--- config.mk ---
export PLATFORM = sky130hd
export DESIGN_NAME = capc_alarm_power
export DESIGN_NICKNAME = d
export VERILOG_FILES = /design/src/capc_pkg.sv /design/src/capc_win_timer.sv /design/src/capc_alarm_power.sv
export SDC_FILE = /design/constraint.sdc
export NUM_CORES = 1
export LEC_CHECK = 0
export BUFFER_PORTS_ARGS = -buffer_cell sky130_fd_sc_hd__clkbuf_2
export CAP_MARGIN = 0
export CORE_MARGIN = 2
export CORE_UTILIZATION = 45
export DETAILED_ROUTE_END_ITERATION = 10
export HOLD_SLACK_MARGIN = 0.1
export PLACE_DENSITY = 0.77
export SLEW_MARGIN = 5
export SYNTH_ARGS = -nofsm -noshare
export SYNTH_HDL_FRONTEND = slang
export SYNTH_SLANG_ARGS = --single-unit
--- constraint.sdc ---
create_clock -name clk -period 3.4 [get_ports clk]
set_input_delay 0.68 -clock clk [delete_from_list [all_inputs] [get_ports clk]]
set_output_delay 0.68 -clock clk [all_outputs]
set_load 0.01 [all_outputs]
--- src/capc_pkg.sv ---
// shared constants, field layouts and carriers for the alarm and power-control block
package capc_pkg;
	// register indices on the plain register port
	localparam logic [3:0] CAPC_OFF_ACFG = 4'h0;
	localparam logic [3:0] CAPC_OFF_MINSEC = 4'h1;
	localparam logic [3:0] CAPC_OFF_WDHR = 4'h2;
	localparam logic [3:0] CAPC_OFF_MTHDY = 4'h3;
	localparam logic [3:0] CAPC_OFF_PWRCTL = 4'h4;
	localparam logic [3:0] CAPC_OFF_WIN = 4'h5;
	localparam logic [3:0] CAPC_OFF_STAT = 4'h6;
	// implemented bits of the alarm value and alarm config registers
	localparam logic [15:0] CAPC_MASK_MINSEC = 16'h7f7f;
	localparam logic [15:0] CAPC_MASK_WDHR = 16'h073f;
	localparam logic [15:0] CAPC_MASK_MTHDY = 16'h1f3f;
	localparam logic [15:0] CAPC_MASK_ACFG = 16'hfcff;
	// power control register bit positions
	localparam int CAPC_PWR_ON_BIT = 15;
	localparam int CAPC_PWR_POL_BIT = 14;
	// status register bit positions
	localparam int CAPC_ST_WAKE_BIT = 0;
	localparam int CAPC_ST_SAMP_BIT = 1;
	localparam int CAPC_ST_SUPPLY_BIT = 2;
	localparam int CAPC_ST_PULSE_BIT = 3;
	// reset values, repeat counter codes and window length codes
	localparam logic [15:0] CAPC_RST_REG = 16'h0000;
	localparam logic [7:0] CAPC_RPT_ZERO = 8'h00;
	localparam logic [7:0] CAPC_RPT_WRAP = 8'hff;
	localparam logic [7:0] CAPC_WIN_ALWAYS = 8'hff;
	localparam logic [7:0] CAPC_WIN_NONE = 8'h00;
	// window tick divider default, in clk cycles per window tick
	localparam int CAPC_WIN_DIV_DEF = 32;
	// match interval codes
	localparam logic [3:0] CAPC_IV_HALF = 4'h0;
	localparam logic [3:0] CAPC_IV_SEC = 4'h1;
	localparam logic [3:0] CAPC_IV_SEC10 = 4'h2;
	localparam logic [3:0] CAPC_IV_MIN = 4'h3;
	localparam logic [3:0] CAPC_IV_MIN10 = 4'h4;
	localparam logic [3:0] CAPC_IV_HOUR = 4'h5;
	localparam logic [3:0] CAPC_IV_DAY = 4'h6;
	localparam logic [3:0] CAPC_IV_WEEK = 4'h7;
	localparam logic [3:0] CAPC_IV_MONTH = 4'h8;
	localparam logic [3:0] CAPC_IV_YEAR = 4'h9;

	// alarm configuration and repeat register layout
	typedef struct packed {
		logic alarm_on;
		logic endless_repeat;
		logic [3:0] match_interval_select;
		logic [1:0] unused;
		logic [7:0] repeat_counter;
	} capc_acfg_t;

	// calendar digits in bcd, as delivered by the clock/calendar
	typedef struct packed {
		logic mth_ten;
		logic [3:0] mth_one;
		logic [1:0] day_ten;
		logic [3:0] day_one;
		logic [2:0] wday;
		logic [1:0] hr_ten;
		logic [3:0] hr_one;
		logic [2:0] min_ten;
		logic [3:0] min_one;
		logic [2:0] sec_ten;
		logic [3:0] sec_one;
		logic half;
	} capc_time_t;

	// power control sequencer states
	typedef enum logic [1:0] {
		CAPC_PW_IDLE,
		CAPC_PW_SETTLE,
		CAPC_PW_SAMPLE
	} capc_pw_state_t;
endpackage

--- src/capc_win_timer.sv ---
// down counter for one power-control window, counted in window ticks
module capc_win_timer #(
	parameter int WIDTH = 8
) (
	// clock and reset
	input wire logic clk,
	input wire logic rstn,
	// control
	input wire logic load,
	input wire logic [WIDTH-1:0] load_val,
	input wire logic tick,
	// result
	output logic [WIDTH-1:0] count,
	output logic done
);
	logic [WIDTH-1:0] cnt_reg;
	logic [WIDTH-1:0] cnt_next;
	localparam logic [WIDTH-1:0] ONE = {{(WIDTH-1){1'b0}}, 1'b1};
	localparam logic [WIDTH-1:0] ZERO = '0;

	// load wins over counting; zero means idle and never expires
	always_comb begin
		cnt_next = cnt_reg;
		if (load) begin
			cnt_next = load_val;
		end else if (tick && cnt_reg != ZERO) begin
			cnt_next = cnt_reg - ONE;
		end
	end

	always_ff @(posedge clk or negedge rstn) begin
		if (!rstn) begin
			cnt_reg <= ZERO;
		end else begin
			cnt_reg <= cnt_next;
		end
	end

	assign count = cnt_reg;
	assign done = tick && !load && cnt_reg == ONE;
endmodule // capc_win_timer

--- src/capc_alarm_power.sv ---
// alarm comparator, repeat counter, alarm pulse and power-control sequencer
//
// Overview of operation
// - enable bit 15 of alarm config gates all alarm events
// - interval field bits 13:10 chooses which alarm digits must match
// - codes 0 to 9 give half second up to yearly periods
// - yearly alarm recurs each year, except one set on February 29
// - repeat counter bits 7:0; zero without endless repeat gives one alarm
// - each alarm decrements the counter; at zero last alarm clears enable
// - loading FFh gives repeated alarms before switching itself off
// - endless repeat bit 14 wraps counter zero to FFh, alarms continue
// - every alarm event raises an interrupt request
// - alarm pulse output toggles on every alarm, synchronous to timebase
// - power control switches external device on, settles, samples, off
// - polarity bit 14 chooses active low or active high supply control
// - settle length counts 1 to 255 ticks; zero samples at alarm
// - sample length 1 to 254 ticks; zero none; all ones always sampling
// - sample window starts when settle expires, unless settle length zero
// - month/day and weekday/hour alarm values writable only when unlocked
module capc_alarm_power
	import capc_pkg::*;
#(
	parameter int WIN_DIV = capc_pkg::CAPC_WIN_DIV_DEF
) (
	// clock and reset
	input wire logic clk,
	input wire logic rstn,
	// register port
	input wire logic [3:0] reg_addr,
	input wire logic [15:0] reg_wdata,
	input wire logic reg_wr,
	input wire logic reg_rd,
	output logic [15:0] reg_rdata,
	// calendar timebase
	input wire capc_pkg::capc_time_t cal_time,
	input wire logic cal_tick,
	input wire logic time_write_unlock,
	// external device
	input wire logic wake_in,
	output logic switched_supply_control,
	output logic sample_window,
	// alarm outputs
	output logic alarm_irq,
	output logic alarm_pulse
);
	import capc_pkg::*;

	capc_acfg_t acfg_reg, acfg_next;
	logic [15:0] minsec_reg, minsec_next;
	logic [15:0] wdhr_reg, wdhr_next;
	logic [15:0] mthdy_reg, mthdy_next;
	logic [15:0] pwr_reg, pwr_next;
	logic [15:0] win_reg, win_next;
	logic [15:0] rdata_reg, rdata_next;
	logic match_prev_reg, match_prev_next;
	logic irq_reg, irq_next;
	logic pulse_reg, pulse_next;
	capc_time_t alm;
	logic match;
	logic fire;
	logic wr_acfg;
	logic [15:0] stat_word;

	// bus decode strobes
	assign wr_acfg = reg_wr && reg_addr == CAPC_OFF_ACFG;

	// alarm digits gathered from the three value registers
	always_comb begin
		alm = '0;
		alm.min_ten = minsec_reg[14:12];
		alm.min_one = minsec_reg[11:8];
		alm.sec_ten = minsec_reg[6:4];
		alm.sec_one = minsec_reg[3:0];
		alm.wday = wdhr_reg[10:8];
		alm.hr_ten = wdhr_reg[5:4];
		alm.hr_one = wdhr_reg[3:0];
		alm.mth_ten = mthdy_reg[12];
		alm.mth_one = mthdy_reg[11:8];
		alm.day_ten = mthdy_reg[5:4];
		alm.day_one = mthdy_reg[3:0];
	end

	// widening digit compare; a feb 29 alarm only matches in leap years
	always_comb begin
		logic m_sec1, m_sec10, m_min1, m_min10, m_hr, m_day;
		m_sec1 = !cal_time.half && cal_time.sec_one == alm.sec_one;
		m_sec10 = m_sec1 && cal_time.sec_ten == alm.sec_ten;
		m_min1 = m_sec10 && cal_time.min_one == alm.min_one;
		m_min10 = m_min1 && cal_time.min_ten == alm.min_ten;
		m_hr = m_min10 && cal_time.hr_one == alm.hr_one && cal_time.hr_ten == alm.hr_ten;
		m_day = m_hr && cal_time.day_one == alm.day_one && cal_time.day_ten == alm.day_ten;
		case (acfg_reg.match_interval_select)
			CAPC_IV_HALF: match = 1'b1;
			CAPC_IV_SEC: match = !cal_time.half;
			CAPC_IV_SEC10: match = m_sec1;
			CAPC_IV_MIN: match = m_sec10;
			CAPC_IV_MIN10: match = m_min1;
			CAPC_IV_HOUR: match = m_min10;
			CAPC_IV_DAY: match = m_hr;
			CAPC_IV_WEEK: match = m_hr && cal_time.wday == alm.wday;
			CAPC_IV_MONTH: match = m_day;
			CAPC_IV_YEAR: match = m_day && cal_time.mth_one == alm.mth_one
				&& cal_time.mth_ten == alm.mth_ten;
			default: match = 1'b0;
		endcase
	end

	// fire on the tick where the match first appears; half-second mode fires every tick
	assign fire = cal_tick && acfg_reg.alarm_on && (acfg_reg.match_interval_select == CAPC_IV_HALF
		|| (match && !match_prev_reg));

	// alarm config, repeat counter and alarm outputs; a hardware alarm overrides the repeat counter or enable bit of a same-cycle write
	always_comb begin
		acfg_next = acfg_reg;
		match_prev_next = match_prev_reg;
		irq_next = fire;
		pulse_next = pulse_reg ^ fire;
		if (cal_tick) begin
			match_prev_next = match;
		end
		if (wr_acfg) begin
			acfg_next = capc_acfg_t'(reg_wdata & CAPC_MASK_ACFG);
		end
		if (fire) begin
			if (acfg_reg.repeat_counter != CAPC_RPT_ZERO) begin
				acfg_next.repeat_counter = acfg_reg.repeat_counter - 8'h01;
			end else if (acfg_reg.endless_repeat) begin
				acfg_next.repeat_counter = CAPC_RPT_WRAP;
			end else begin
				acfg_next.alarm_on = 1'b0;
			end
		end
	end

	always_ff @(posedge clk or negedge rstn) begin
		if (!rstn) begin
			acfg_reg <= capc_acfg_t'(CAPC_RST_REG);
			match_prev_reg <= 1'b0;
			irq_reg <= 1'b0;
			pulse_reg <= 1'b0;
		end else begin
			acfg_reg <= acfg_next;
			match_prev_reg <= match_prev_next;
			irq_reg <= irq_next;
			pulse_reg <= pulse_next;
		end
	end

	// value and power registers; weekday/hour, month/day and windows stay locked without unlock
	always_comb begin
		minsec_next = minsec_reg;
		wdhr_next = wdhr_reg;
		mthdy_next = mthdy_reg;
		pwr_next = pwr_reg;
		win_next = win_reg;
		if (reg_wr) begin
			if (reg_addr == CAPC_OFF_MINSEC) begin
				minsec_next = reg_wdata & CAPC_MASK_MINSEC;
			end else if (reg_addr == CAPC_OFF_WDHR && time_write_unlock) begin
				wdhr_next = reg_wdata & CAPC_MASK_WDHR;
			end else if (reg_addr == CAPC_OFF_MTHDY && time_write_unlock) begin
				mthdy_next = reg_wdata & CAPC_MASK_MTHDY;
			end else if (reg_addr == CAPC_OFF_PWRCTL) begin
				pwr_next = {reg_wdata[15:14], 14'h0000};
			end else if (reg_addr == CAPC_OFF_WIN && time_write_unlock) begin
				win_next = reg_wdata;
			end
		end
	end

	always_ff @(posedge clk or negedge rstn) begin
		if (!rstn) begin
			minsec_reg <= CAPC_RST_REG;
			wdhr_reg <= CAPC_RST_REG;
			mthdy_reg <= CAPC_RST_REG;
			pwr_reg <= CAPC_RST_REG;
			win_reg <= CAPC_RST_REG;
		end else begin
			minsec_reg <= minsec_next;
			wdhr_reg <= wdhr_next;
			mthdy_reg <= mthdy_next;
			pwr_reg <= pwr_next;
			win_reg <= win_next;
		end
	end

	// window tick divider: one-cycle enable every WIN_DIV clocks
	localparam logic [15:0] DIV_LAST = 16'(WIN_DIV - 1);
	logic [15:0] div_reg, div_next;
	logic win_tick;
	assign win_tick = div_reg == DIV_LAST;
	always_comb begin
		div_next = win_tick ? 16'h0000 : div_reg + 16'h0001;
	end

	// wake input from the external device crosses in through two flops
	logic wake_s1_reg, wake_s2_reg;

	// power sequencer state
	capc_pw_state_t pw_reg, pw_next;
	logic [7:0] settle_len, sample_len;
	logic pwr_on, pwr_pol;
	logic settle_load, sample_load, settle_done, sample_done;
	logic supply_active, samp_active;
	logic wake_seen_reg, wake_seen_next;
	logic supply_reg, supply_next;
	logic samp_reg, samp_next;
	assign settle_len = win_reg[15:8];
	assign sample_len = win_reg[7:0];
	assign pwr_on = pwr_reg[CAPC_PWR_ON_BIT];
	assign pwr_pol = pwr_reg[CAPC_PWR_POL_BIT];

	capc_win_timer #(.WIDTH(8)) u_settle (
		.clk(clk),
		.rstn(rstn),
		.load(settle_load),
		.load_val(settle_len),
		.tick(win_tick),
		.count(),
		.done(settle_done)
	);

	capc_win_timer #(.WIDTH(8)) u_sample (
		.clk(clk),
		.rstn(rstn),
		.load(sample_load),
		.load_val(sample_len),
		.tick(win_tick),
		.count(),
		.done(sample_done)
	);

	// alarm powers the device up; settle, then sample, then power down
	always_comb begin
		pw_next = pw_reg;
		settle_load = 1'b0;
		sample_load = 1'b0;
		case (pw_reg)
			CAPC_PW_IDLE: begin
				if (fire && pwr_on) begin
					if (settle_len != CAPC_WIN_NONE) begin
						pw_next = CAPC_PW_SETTLE;
						settle_load = 1'b1;
					end else if (sample_len != CAPC_WIN_NONE) begin
						pw_next = CAPC_PW_SAMPLE;
						sample_load = 1'b1;
					end
				end
			end
			CAPC_PW_SETTLE: begin
				if (settle_done) begin
					sample_load = 1'b1;
					pw_next = (sample_len != CAPC_WIN_NONE) ? CAPC_PW_SAMPLE : CAPC_PW_IDLE;
				end
			end
			CAPC_PW_SAMPLE: begin
				if (sample_done) begin
					pw_next = CAPC_PW_IDLE;
				end
			end
			default: pw_next = CAPC_PW_IDLE;
		endcase
		// turning power control off drops the supply at once
		if (!pwr_on) begin
			pw_next = CAPC_PW_IDLE;
		end
	end

	// outputs; all ones in the sample length keeps sampling open regardless of sequencer
	always_comb begin
		supply_active = pw_next != CAPC_PW_IDLE;
		samp_active = pw_next == CAPC_PW_SAMPLE || sample_len == CAPC_WIN_ALWAYS;
		supply_next = pwr_pol ? supply_active : !supply_active;
		samp_next = samp_active;
		wake_seen_next = wake_seen_reg;
		if (reg_wr && reg_addr == CAPC_OFF_STAT && reg_wdata[CAPC_ST_WAKE_BIT]) begin
			wake_seen_next = 1'b0;
		end
		// a wake event in the clearing cycle still sets the flag
		if (samp_reg && wake_s2_reg) begin
			wake_seen_next = 1'b1;
		end
	end

	always_ff @(posedge clk or negedge rstn) begin
		if (!rstn) begin
			div_reg <= 16'h0000;
			wake_s1_reg <= 1'b0;
			wake_s2_reg <= 1'b0;
			pw_reg <= CAPC_PW_IDLE;
			supply_reg <= 1'b1;
			samp_reg <= 1'b0;
			wake_seen_reg <= 1'b0;
		end else begin
			div_reg <= div_next;
			wake_s1_reg <= wake_in;
			wake_s2_reg <= wake_s1_reg;
			pw_reg <= pw_next;
			supply_reg <= supply_next;
			samp_reg <= samp_next;
			wake_seen_reg <= wake_seen_next;
		end
	end

	// read mux, data valid the cycle after the strobe; unmapped reads zero
	always_comb begin
		stat_word = 16'h0000;
		stat_word[CAPC_ST_WAKE_BIT] = wake_seen_reg;
		stat_word[CAPC_ST_SAMP_BIT] = samp_reg;
		stat_word[CAPC_ST_SUPPLY_BIT] = pw_reg != CAPC_PW_IDLE;
		stat_word[CAPC_ST_PULSE_BIT] = pulse_reg;
		rdata_next = 16'h0000;
		if (reg_rd) begin
			if (reg_addr == CAPC_OFF_ACFG) begin
				rdata_next = acfg_reg;
			end else if (reg_addr == CAPC_OFF_MINSEC) begin
				rdata_next = minsec_reg;
			end else if (reg_addr == CAPC_OFF_WDHR) begin
				rdata_next = wdhr_reg;
			end else if (reg_addr == CAPC_OFF_MTHDY) begin
				rdata_next = mthdy_reg;
			end else if (reg_addr == CAPC_OFF_PWRCTL) begin
				rdata_next = pwr_reg;
			end else if (reg_addr == CAPC_OFF_WIN) begin
				rdata_next = win_reg;
			end else if (reg_addr == CAPC_OFF_STAT) begin
				rdata_next = stat_word;
			end
		end
	end

	always_ff @(posedge clk or negedge rstn) begin
		if (!rstn) begin
			rdata_reg <= 16'h0000;
		end else begin
			rdata_reg <= rdata_next;
		end
	end

	assign reg_rdata = rdata_reg;
	assign alarm_irq = irq_reg;
	assign alarm_pulse = pulse_reg;
	assign switched_supply_control = supply_reg;
	assign sample_window = samp_reg;

	// checks on the alarm path
	alarm_off_quiet_a: assert property (@(posedge clk) disable iff (!rstn)
		!acfg_reg.alarm_on |=> !irq_reg) else $error("alarm fired while disabled");
	irq_on_fire_a: assert property (@(posedge clk) disable iff (!rstn)
		fire |=> irq_reg ##1 !irq_reg || $past(fire)) else $error("irq not raised for alarm");
	pulse_toggle_a: assert property (@(posedge clk) disable iff (!rstn)
		fire |=> alarm_pulse != $past(alarm_pulse)) else $error("alarm pulse did not toggle");
	half_every_a: assert property (@(posedge clk) disable iff (!rstn)
		cal_tick && acfg_reg.alarm_on && acfg_reg.match_interval_select == CAPC_IV_HALF |=> alarm_irq)
		else $error("half second alarm missed");
	first_match_a: assert property (@(posedge clk) disable iff (!rstn)
		fire && acfg_reg.match_interval_select == CAPC_IV_MIN |-> !cal_time.half && cal_time.sec_one == minsec_reg[3:0]
		&& cal_time.sec_ten == minsec_reg[6:4]) else $error("minute alarm without a seconds match");
	repeat_dec_a: assert property (@(posedge clk) disable iff (!rstn)
		fire && !wr_acfg && acfg_reg.repeat_counter != 8'h00
		|=> acfg_reg.repeat_counter == $past(acfg_reg.repeat_counter) - 8'h01 && acfg_reg.alarm_on)
		else $error("repeat counter not decremented");
	last_alarm_off_a: assert property (@(posedge clk) disable iff (!rstn)
		fire && !wr_acfg && acfg_reg.repeat_counter == 8'h00 && !acfg_reg.endless_repeat
		|=> !acfg_reg.alarm_on ##1 !irq_reg) else $error("enable not cleared after last alarm");
	endless_wrap_a: assert property (@(posedge clk) disable iff (!rstn)
		fire && !wr_acfg && acfg_reg.repeat_counter == 8'h00 && acfg_reg.endless_repeat
		|=> acfg_reg.repeat_counter == 8'hff && acfg_reg.alarm_on) else $error("endless repeat did not wrap");
	// checks on the power path and the alarm date write lock
	zero_settle_a: assert property (@(posedge clk) disable iff (!rstn)
		pw_reg == CAPC_PW_IDLE && fire && pwr_on && settle_len == 8'h00 && sample_len != 8'h00
		|=> pw_reg == CAPC_PW_SAMPLE && sample_window) else $error("sampling did not start at alarm");
	supply_pol_a: assert property (@(posedge clk) disable iff (!rstn)
		$stable(pwr_pol) && pw_reg != CAPC_PW_IDLE && $past(pw_reg) != CAPC_PW_IDLE
		|-> switched_supply_control == pwr_pol) else $error("supply level wrong for polarity");
	locked_write_a: assert property (@(posedge clk) disable iff (!rstn)
		reg_wr && reg_addr == CAPC_OFF_MTHDY && !time_write_unlock |=> $stable(mthdy_reg))
		else $error("locked alarm date written");
	always_sample_a: assert property (@(posedge clk) disable iff (!rstn)
		sample_len == 8'hff && $past(sample_len) == 8'hff |-> sample_window)
		else $error("sampling not held open");
endmodule // capc_alarm_power

# [Word-level counts from Yosys, hierarchy flattened]
# Index checks and enable logic that the tools add are counted.
[word_totals] output_inout_bits=20 reg_bits=124 input_bits=62 wordCells=157
[classes] eq_ne=33 bitwise_logic=5 n_reduce_logical=53 n_addsub=4 n_mux=40
[ops] op="two-way mux 16 bit" count=9
[ops] op="two-way mux 8 bit" count=7
[ops] op="nonzero test 8 bit" count=5
[ops] op="equality test 4 x 3 -> 1 bit, second input constant" count=7
[ops] op="logical AND 1 bit" count=28
[ops] op="subtractor 8 x 1 -> 8 bit, second input constant" count=3
[ops] op="equality test 4 bit" count=5
[ops] op="adder 16 x 1 -> 16 bit, second input constant" count=1
[ops] op="equality test 16 x 5 -> 1 bit, second input constant" count=1
[ops] op="equality test 4 x 2 -> 1 bit, second input constant" count=4
[ops] op="equality test 8 x 1 -> 1 bit, second input constant" count=2
[ops] op="two-way mux 2 bit" count=7
[ops] op="two-way mux 1 bit" count=13
[ops] op="one-hot mux 1 bit (10 select lines)" count=1
[ops] op="nonzero test 2 bit" count=5
[ops] op="equality test 3 bit" count=3
[ops] op="equality test 4 x 1 -> 1 bit, second input constant" count=2
[ops] op="equality test 4 bit, second input constant" count=2
[ops] op="equality test 8 bit, second input constant" count=1
[ops] op="logical NOT 4 bit" count=2
[ops] op="one-hot mux 2 bit (3 select lines)" count=1
[ops] op="AND reduction 6 bit" count=1
[ops] op="logical NOT 1 bit" count=5
[ops] op="AND reduction 5 bit" count=1
[ops] op="13 further kinds" count=19

# [Longest topological paths before layout]
# Gate-level depths: netlist of run 1.
[depth] ltp_word=32 depth_mapped=10 depth_no_buf=9

# [Cells and area by module]
# Synthesis of run 1 repeated with hierarchy kept, for this count alone.
[hier_totals] cells_unflattened=647 hier_area_um2=6622.6
[modules_own_cells] module="capc_alarm_power" seq_area_each_um2=2703.8 area_each_um2=5451.5 cells_per_inst=511 n_inst=1
[modules_own_cells] module="capc_win_timer" seq_area_each_um2=200.2 area_each_um2=585.6 cells_per_inst=68 n_inst=2

# [Worst setup path before layout of run 1]
# No wires, ideal clock.
[synth_timing] path_type="input -> register" start="in cal_tick" end="reg u_sample.cnt_reg[0], in the netlist u_sample.count[0]" required_ns=3.275 setup_slack_ns=0.923 arrival_time_ns=2.352 path_buffers=1 setup_time_ns=0.125 cell_stages=8 path_cell_list="nand2_2 or4_4 or3_4 a311oi_2 nor2_1 and2_1 buf_6 mux2_4"
[synth_between] elab_chain_len=11 word_cells_on_any_way=13 classes_between="mux (6); reduce/logical (7)"
[synth_rtl] item="from (decl)" line_no="capc_alarm_power.sv:36" text="input wire logic cal_tick,"
[synth_rtl] item="logical AND 1 bit * (2 in a row)" line_no="capc_alarm_power.sv:109" text="assign fire = cal_tick && acfg_reg.alarm_on && (acfg_reg.match_interval_select == CAPC_IV_HALF"
[synth_rtl] item="logical AND 1 bit *" line_no="capc_alarm_power.sv:240" text="if (fire && pwr_on) begin"
[synth_rtl] item="two-way mux 1 bit" line_no="capc_alarm_power.sv:240"
[synth_rtl] item="two-way mux 1 bit" line_no="capc_alarm_power.sv:238" text="case (pw_reg)"
[synth_rtl] item="logical NOT 1 bit" line_no="capc_win_timer.sv:40" text="assign done = tick && !load && cnt_reg == ONE;"
[synth_rtl] item="logical AND 1 bit (2 in a row)" line_no="capc_win_timer.sv:40"
[synth_rtl] item="two-way mux 1 bit" line_no="capc_alarm_power.sv:251" text="if (settle_done) begin"
[synth_rtl] item="one-hot mux 1 bit (2 select lines) *" line_no="capc_alarm_power.sv:238"
[synth_rtl] item="two-way mux 8 bit / nonzero test 2 bit (equally long branches)"
[synth_rtl] item="to (signal assigned)" line_no="capc_win_timer.sv:35" text="cnt_reg <= cnt_next;"
[synth_rtl] item="to (decl)" line_no="capc_win_timer.sv:16" text="logic [WIDTH-1:0] cnt_reg;"
# Every way passes the cells marked *; elsewhere a longest branch is shown, timed or not.
# A chain may end at the register's enable or synchronous reset.

==> results of run 1 <==
[Yosys cell counts (all sizes together), types with 2 or more instances]
master  instances  area (sq um)
mux2i           3         30.03
a21boi          4         33.78
o31ai           2         15.01
o21ai          14         73.82
or3             6         42.54
a22oi           7         52.55
and3            5         31.28
inv            10         37.53
nor3b           4         30.03
nor2           44         165.2
dfrtp         123          3078
buf             6         41.28
or4             4         33.78
xnor2          43         376.6
ha              7         87.58
nand2b          4         25.02
a221oi          8         70.07
nand2          36         137.6
o22ai           8         50.05
nand4          10         62.56
a21oi          20         100.1
mux2           70         818.3
nand3b          3         22.52
xor2           21         183.9
a31oi           6         37.54
a32oi           2         17.52
nor2b          10         62.56
o221a           4         45.04
clkbuf         13         48.80
and2           12         75.07
a222oi          3         30.03
nor4           15         100.1
nor3            7         46.30
nand4b          2         17.52
nand3          22         110.1
[critical path, stage by stage, from the launching register on]
cell     delay (ns)
dfrtp_1        0.51
nor3b_1        0.31
nand4_1        0.13
nor4_1         0.24
nand4_1        0.28
a31o_2         0.30
a21oi_1        0.52
nand3_1        0.16
o211a_1        0.16
[metal layers]
metal	share of wire	global-route usage	up-vias
li1	-	-	2252
met1	0.42	0.2744	2358
met2	0.49	0.3632	185
met3	0.061	0.05576	40
met4	0.029	0.09267	0
met5	0	0	-
[power by group through the flow]
stage | combinational, uW | sequential, uW | clock (uW)
after global routing | 1000 | 2160 | 1960
after detailed placement | 902 | 2130 | 0
final | 908 | 2120 | 1860
after floorplan | 674 | 2030 | 0
after CTS | 910 | 2110 | 1880
after global placement | 865 | 2110 | 0
[area by class of cell]
type                       count  area [sq um]  area share
multi-input combinational    417          3102      0.4108
clock buffer                  18         429.2     0.05684
sequential                   124          3104      0.4112
timing repair buffer          87         465.4     0.06165
tap                          180         225.2     0.02983
clock inverter                14         186.4     0.02469
inverter                      10         37.54    0.004972
[stage by stage]
step                      cell area, sq um  hold slack, ns  total power, uW
final                                 7550          0.3528             4878
after global routing                  7550          0.3670             5122
after CTS                             7550          0.3548             4901
after detailed placement              6934          0.3410             3030
after global placement                6934          0.3338             2976
after floorplan                       6334          0.3312             2701
[kinds of logic (layout without fill, tap and decap cells)]
| family | after synthesis | in the layout |
|---|---|---|
| AOI/OAI and AO/OA | 86 | 86 |
| and+or+nand+nor | 187 | 187 |
| buffers and inverters | 29 | 129 |
| xor gates and xnor gates | 64 | 64 |
| adders and majority gates | 7 | 7 |
| muxes | 73 | 73 |
| DFF | 124 | 124 |
[worst paths after layout]
kind | endpoint | depth (start not counted)
min | wake_s2_reg | 0
min reg2reg | wake_s2_reg | 0
max in group asynchronous | u_settle.count[4] | 2
max reg2reg | acfg_reg[3] | 8
min in group asynchronous | div_reg[9] | 2
max | acfg_reg[3] | 8
==> results.toml, run 1 <==
[sta]
slew_headroom = 0.3818
setup_viol = 0
grt_setup_unrepaired = "false"
hold_viol_final = 0
fin_setup_tns_ns = 0
period_share = 0.8109
setup_slack_ns = 0.6430
tightest_slew_ns = 0.9211
period_needed_ns = 2.757
fmax_ghz = 0.3627
report.final.slew_viol_count = 0
skew_ns = 0.008498

[global_routing]
grt_pass1_vias = 5003
antenna_found_initial = 0
grt_pass1_wl_microns = 25100
grt_use_total = 0.2198
grt_max_degree = 125
grt_overflow = 0

[drt]
ant_nets = 0
vias = 4835
routed_wl_microns = 15410
vias_per_cell = 5.688
wl_per_cell_microns = 18.13
drc = 0
drt_iter0_drc = 362
drt_pass1_iterations = 6

[min_path]
hold_start = "wake_s1_reg"
hp-class = "reg -> reg"

[place]
pre_cts_ws_ns = 0.3752
place_hpwl_microns = 11340
gp_congestion = 0.9352
dpl.cell_count = 818
io_buffers = 81

[setup_path]
cp-startpoint = "acfg_reg[11]"
worst_r2r_startpoint = "acfg_reg[11]"
cp_data_required_time_ns = 3.70
crit_type = "reg -> reg"
rrSetupSlack_ns = 0.64
endpoint_kind = "flip-flop"
start_kind = "flip-flop"
cp_max_fo = 10
cp.arrival_ns = 3.06

[pwr]
seq_power_share = 0.434
power.internal_uw = 3415
p_sw_frac = 0.3000
p_switching_uw = 1463
power_frac_clock = 0.380
leakage_uw = 0.003399
irDropWorstVdd_v = 0.0003738
comb_power_share = 0.186
power_density_mw_per_mm2 = 646.1

[run]
cap_violations = 0

[yosys]
synth_compound_area_frac = 0.09482
async_flop_share = 1.000
synth_fa_ha_area_frac = 0.01383
yosys_warnings = 0
synth-seq-area-share = 0.4901
synth-seq-cells = 124
synthMuxAreaShare = 0.1339
avgSynthCellArea_sq_um = 11.11
synthesis.area_sq_mm = 0.006334
synth_edf_count = 0
synth-simple-area-share = 0.1586
syn_nets = 639
synth_top_family_by_area = "simple AND/OR/NAND/NOR gates"
synth_xor_area_frac = 0.08850
synth.distinct_cells = 60
synth-main-ff-cell = "dfrtp_1"
synthCells = 570

[finish]
layout_commonest_cell = "dfrtp_1"
nets = 726
layoutNonFillerInstCount = 850
drive_gt1_frac = 0.3030
fin_util = 0.5460
layout_common_cells = "dfrtp_1 (123), clkbuf_2 (80), mux2_2 (61)"
syn_to_final_growth_pct = 19.20
nFillCells = 1152
diodes = 0

[clock_network]
cts-resized-gates = 0
cts_buffer_depth = 2
clk_pin_slew_ns = 0.06
numCtsBuffers = 17
htreeDepth = 4
hold_buffers = 0
cts_num_sinks = 124
post_cts_buffers = 0
cts_tree = "built"
clock-root-buffer = "clkbuf_16"
clk-insertion-delay-late_ns = 0.42

[floorplan]
core-area_sq_mm = 0.01383
dieArea_sq_mm = 0.01504
num_io_pins = 82
start_util = 0.4581
num_rows = 43
die_w_microns = 122.6
die_h_microns = 122.6

[status]
status = "complete, no violations"
No activity file was read; power rests on OpenSTA's default activity.
==> run 2, diff against run 1 <==
==> constraint.sdc (replaced) <==
create_clock -name clk -period 2.8 [get_ports clk]
set_input_delay 0.56 -clock clk [delete_from_list [all_inputs] [get_ports clk]]
set_output_delay 0.56 -clock clk [all_outputs]
set_load 0.01 [all_outputs]
==> results.toml, run 2 (synthesized netlist as in run 1, its figures left out) <==
[clock_network]
clock-root-buffer = "clkbuf_16"
htreeDepth = 4
cts_buffer_depth = 2
post_cts_buffers = 0
clk-insertion-delay-late_ns = 0.42
cts_num_sinks = 124
numCtsBuffers = 17
cts_tree = "built"
hold_buffers = 0
clk_pin_slew_ns = 0.06
cts-resized-gates = 0

[finish]
drive_gt1_frac = 0.3236
syn_to_final_growth_pct = 21.37
nets = 742
layout_common_cells = "dfrtp_1 (123), clkbuf_2 (80), mux2_2 (61)"
layout_commonest_cell = "dfrtp_1"
diodes = 0
post-route-cell-area_sq_mm = 0.007687
nFillCells = 1122

[sta]
period_share = 0.9262
hold_viol_final = 0
grt_setup_unrepaired = "false"
setup_viol = 0
report.final.slew_viol_count = 0
slew_headroom = 0.6428
tightest_slew_ns = 0.5358
skew_ns = 0.01320
period_needed_ns = 2.593
fmax_ghz = 0.3856

[drt]
vias_per_cell = 5.737
ant_nets = 0
vias = 4968
wl_per_cell_microns = 18.46
drt_iter0_drc = 307
drc = 0
drt_pass1_iterations = 5
routed_wl_microns = 15990

[status]
status = "complete, no violations"

[pwr]
irDropWorstVdd_v = 0.0005247
power_frac_clock = 0.380
power.internal_uw = 4191
p_total_uw = 6000
p_switching_uw = 1808
leakage_uw = 0.003481
power_density_mw_per_mm2 = 780.5
p_sw_frac = 0.3014
comb_power_share = 0.194
seq_power_share = 0.426

[floorplan]
num_io_pins = 82
dieArea_sq_mm = 0.01504
die_h_microns = 122.6
die_w_microns = 122.6
num_rows = 43
start_util = 0.4581
core-area_sq_mm = 0.01383

[global_routing]
grt_max_degree = 64
grt_overflow = 0
grt_pass1_vias = 5129
antenna_found_initial = 0
grt_use_total = 0.2293
grt_pass1_wl_microns = 26300

[setup_path]
endpoint_kind = "flip-flop"
cp.arrival_ns = 2.89
crit_type = "reg -> reg"
start_kind = "flip-flop"
cp_data_required_time_ns = 3.10
cp_max_fo = 8

[place]
place_hpwl_microns = 11760
post_dp_cell_area_sq_mm = 0.007054
io_buffers = 81
gp_congestion = 0.9560

[min_path]
hp-class = "in -> async"

[run]
cap_violations = 0
-- run 2: changes by cell type in the layout (fill, tap and decap cells not counted), sizes merged --
cell	change
buf	+16
clkinv	-1
clkinvlp	+1
-- run 2: layout make-up --
| type | instances | area (sq um) | share of cell area |
|---|---|---|---|
| clock inverters | 14 | 182.7 | 0.02376 |
| flip-flops and latches | 124 | 3104 | 0.4038 |
| clock buffers | 18 | 439.2 | 0.05713 |
| repair buffers | 103 | 585.6 | 0.07617 |
| inverters | 10 | 37.54 | 0.004883 |
| multi-input cells | 417 | 3113 | 0.4049 |
| well taps | 180 | 225.2 | 0.02930 |
-- run 2: worst paths after layout --
| kind | slack [ns] | from | depth (start not counted) | endpoint |
|---|---|---|---|---|
| max | 0.21 | wdhr_reg[3] | 8 | u_sample.count[7] |
| min | 0.10 | rstn | 1 | div_reg[4] |
| max reg2reg | 0.21 | wdhr_reg[3] | 8 | u_sample.count[7] |
| min reg2reg | 0.35 | wake_s1_reg | 0 | wake_s2_reg |
| max in group asynchronous | 1.95 | rstn | 2 | acfg_reg[15] |
| min in group clk | 0.25 | wake_in | 1 | wake_s1_reg |
-- run 2: critical path: stages, from the launching register on --
cell and delay [ns]:
dfrtp_1 0.41, xor2_1 0.16, nor4_1 0.44, buf_4 0.20, nand4_1 0.23, a311oi_2 0.31, nor2_1 0.06, and2_1 0.31
mux2_4 0.35
-- run 2: stage by stage --
step	setup slack, ns	instances	setup TNS, ns	hold WS (ns)	util
CTS	0.1082	866	0	0.1086	0.5552
floorplan	0.4433	570	0	0.2644	-
global placement	0.03225	834	0	0.3327	0.5102
detailed placement	-0.04580	834	-0.3005	0.3356	0.5102
finish	0.2065	866	0	0.1033	0.5560
global route	0.08451	866	0	0.1243	0.5560
-- run 2: power by group through the flow --
stage,clock [uW],combinational (uW),sequential (uW)
6_report,2280,1160,2560
5_1_grt,2400,1280,2600
4_1_cts,2310,1160,2540
3_5_place_dp,0,1140,2570
3_3_place_gp,0,1090,2540
2_1_floorplan,0,819,2460
-- run 2: routing by layer --
layer | vias to the layer above | wire length, microns | global-route usage
li1 | 2276 | - | -
met1 | 2467 | 6726 | 0.2882
met2 | 192 | 7989 | 0.3799
met3 | 33 | 924 | 0.05809
met4 | 0 | 346 | 0.08980
met5 | - | 0 | 0
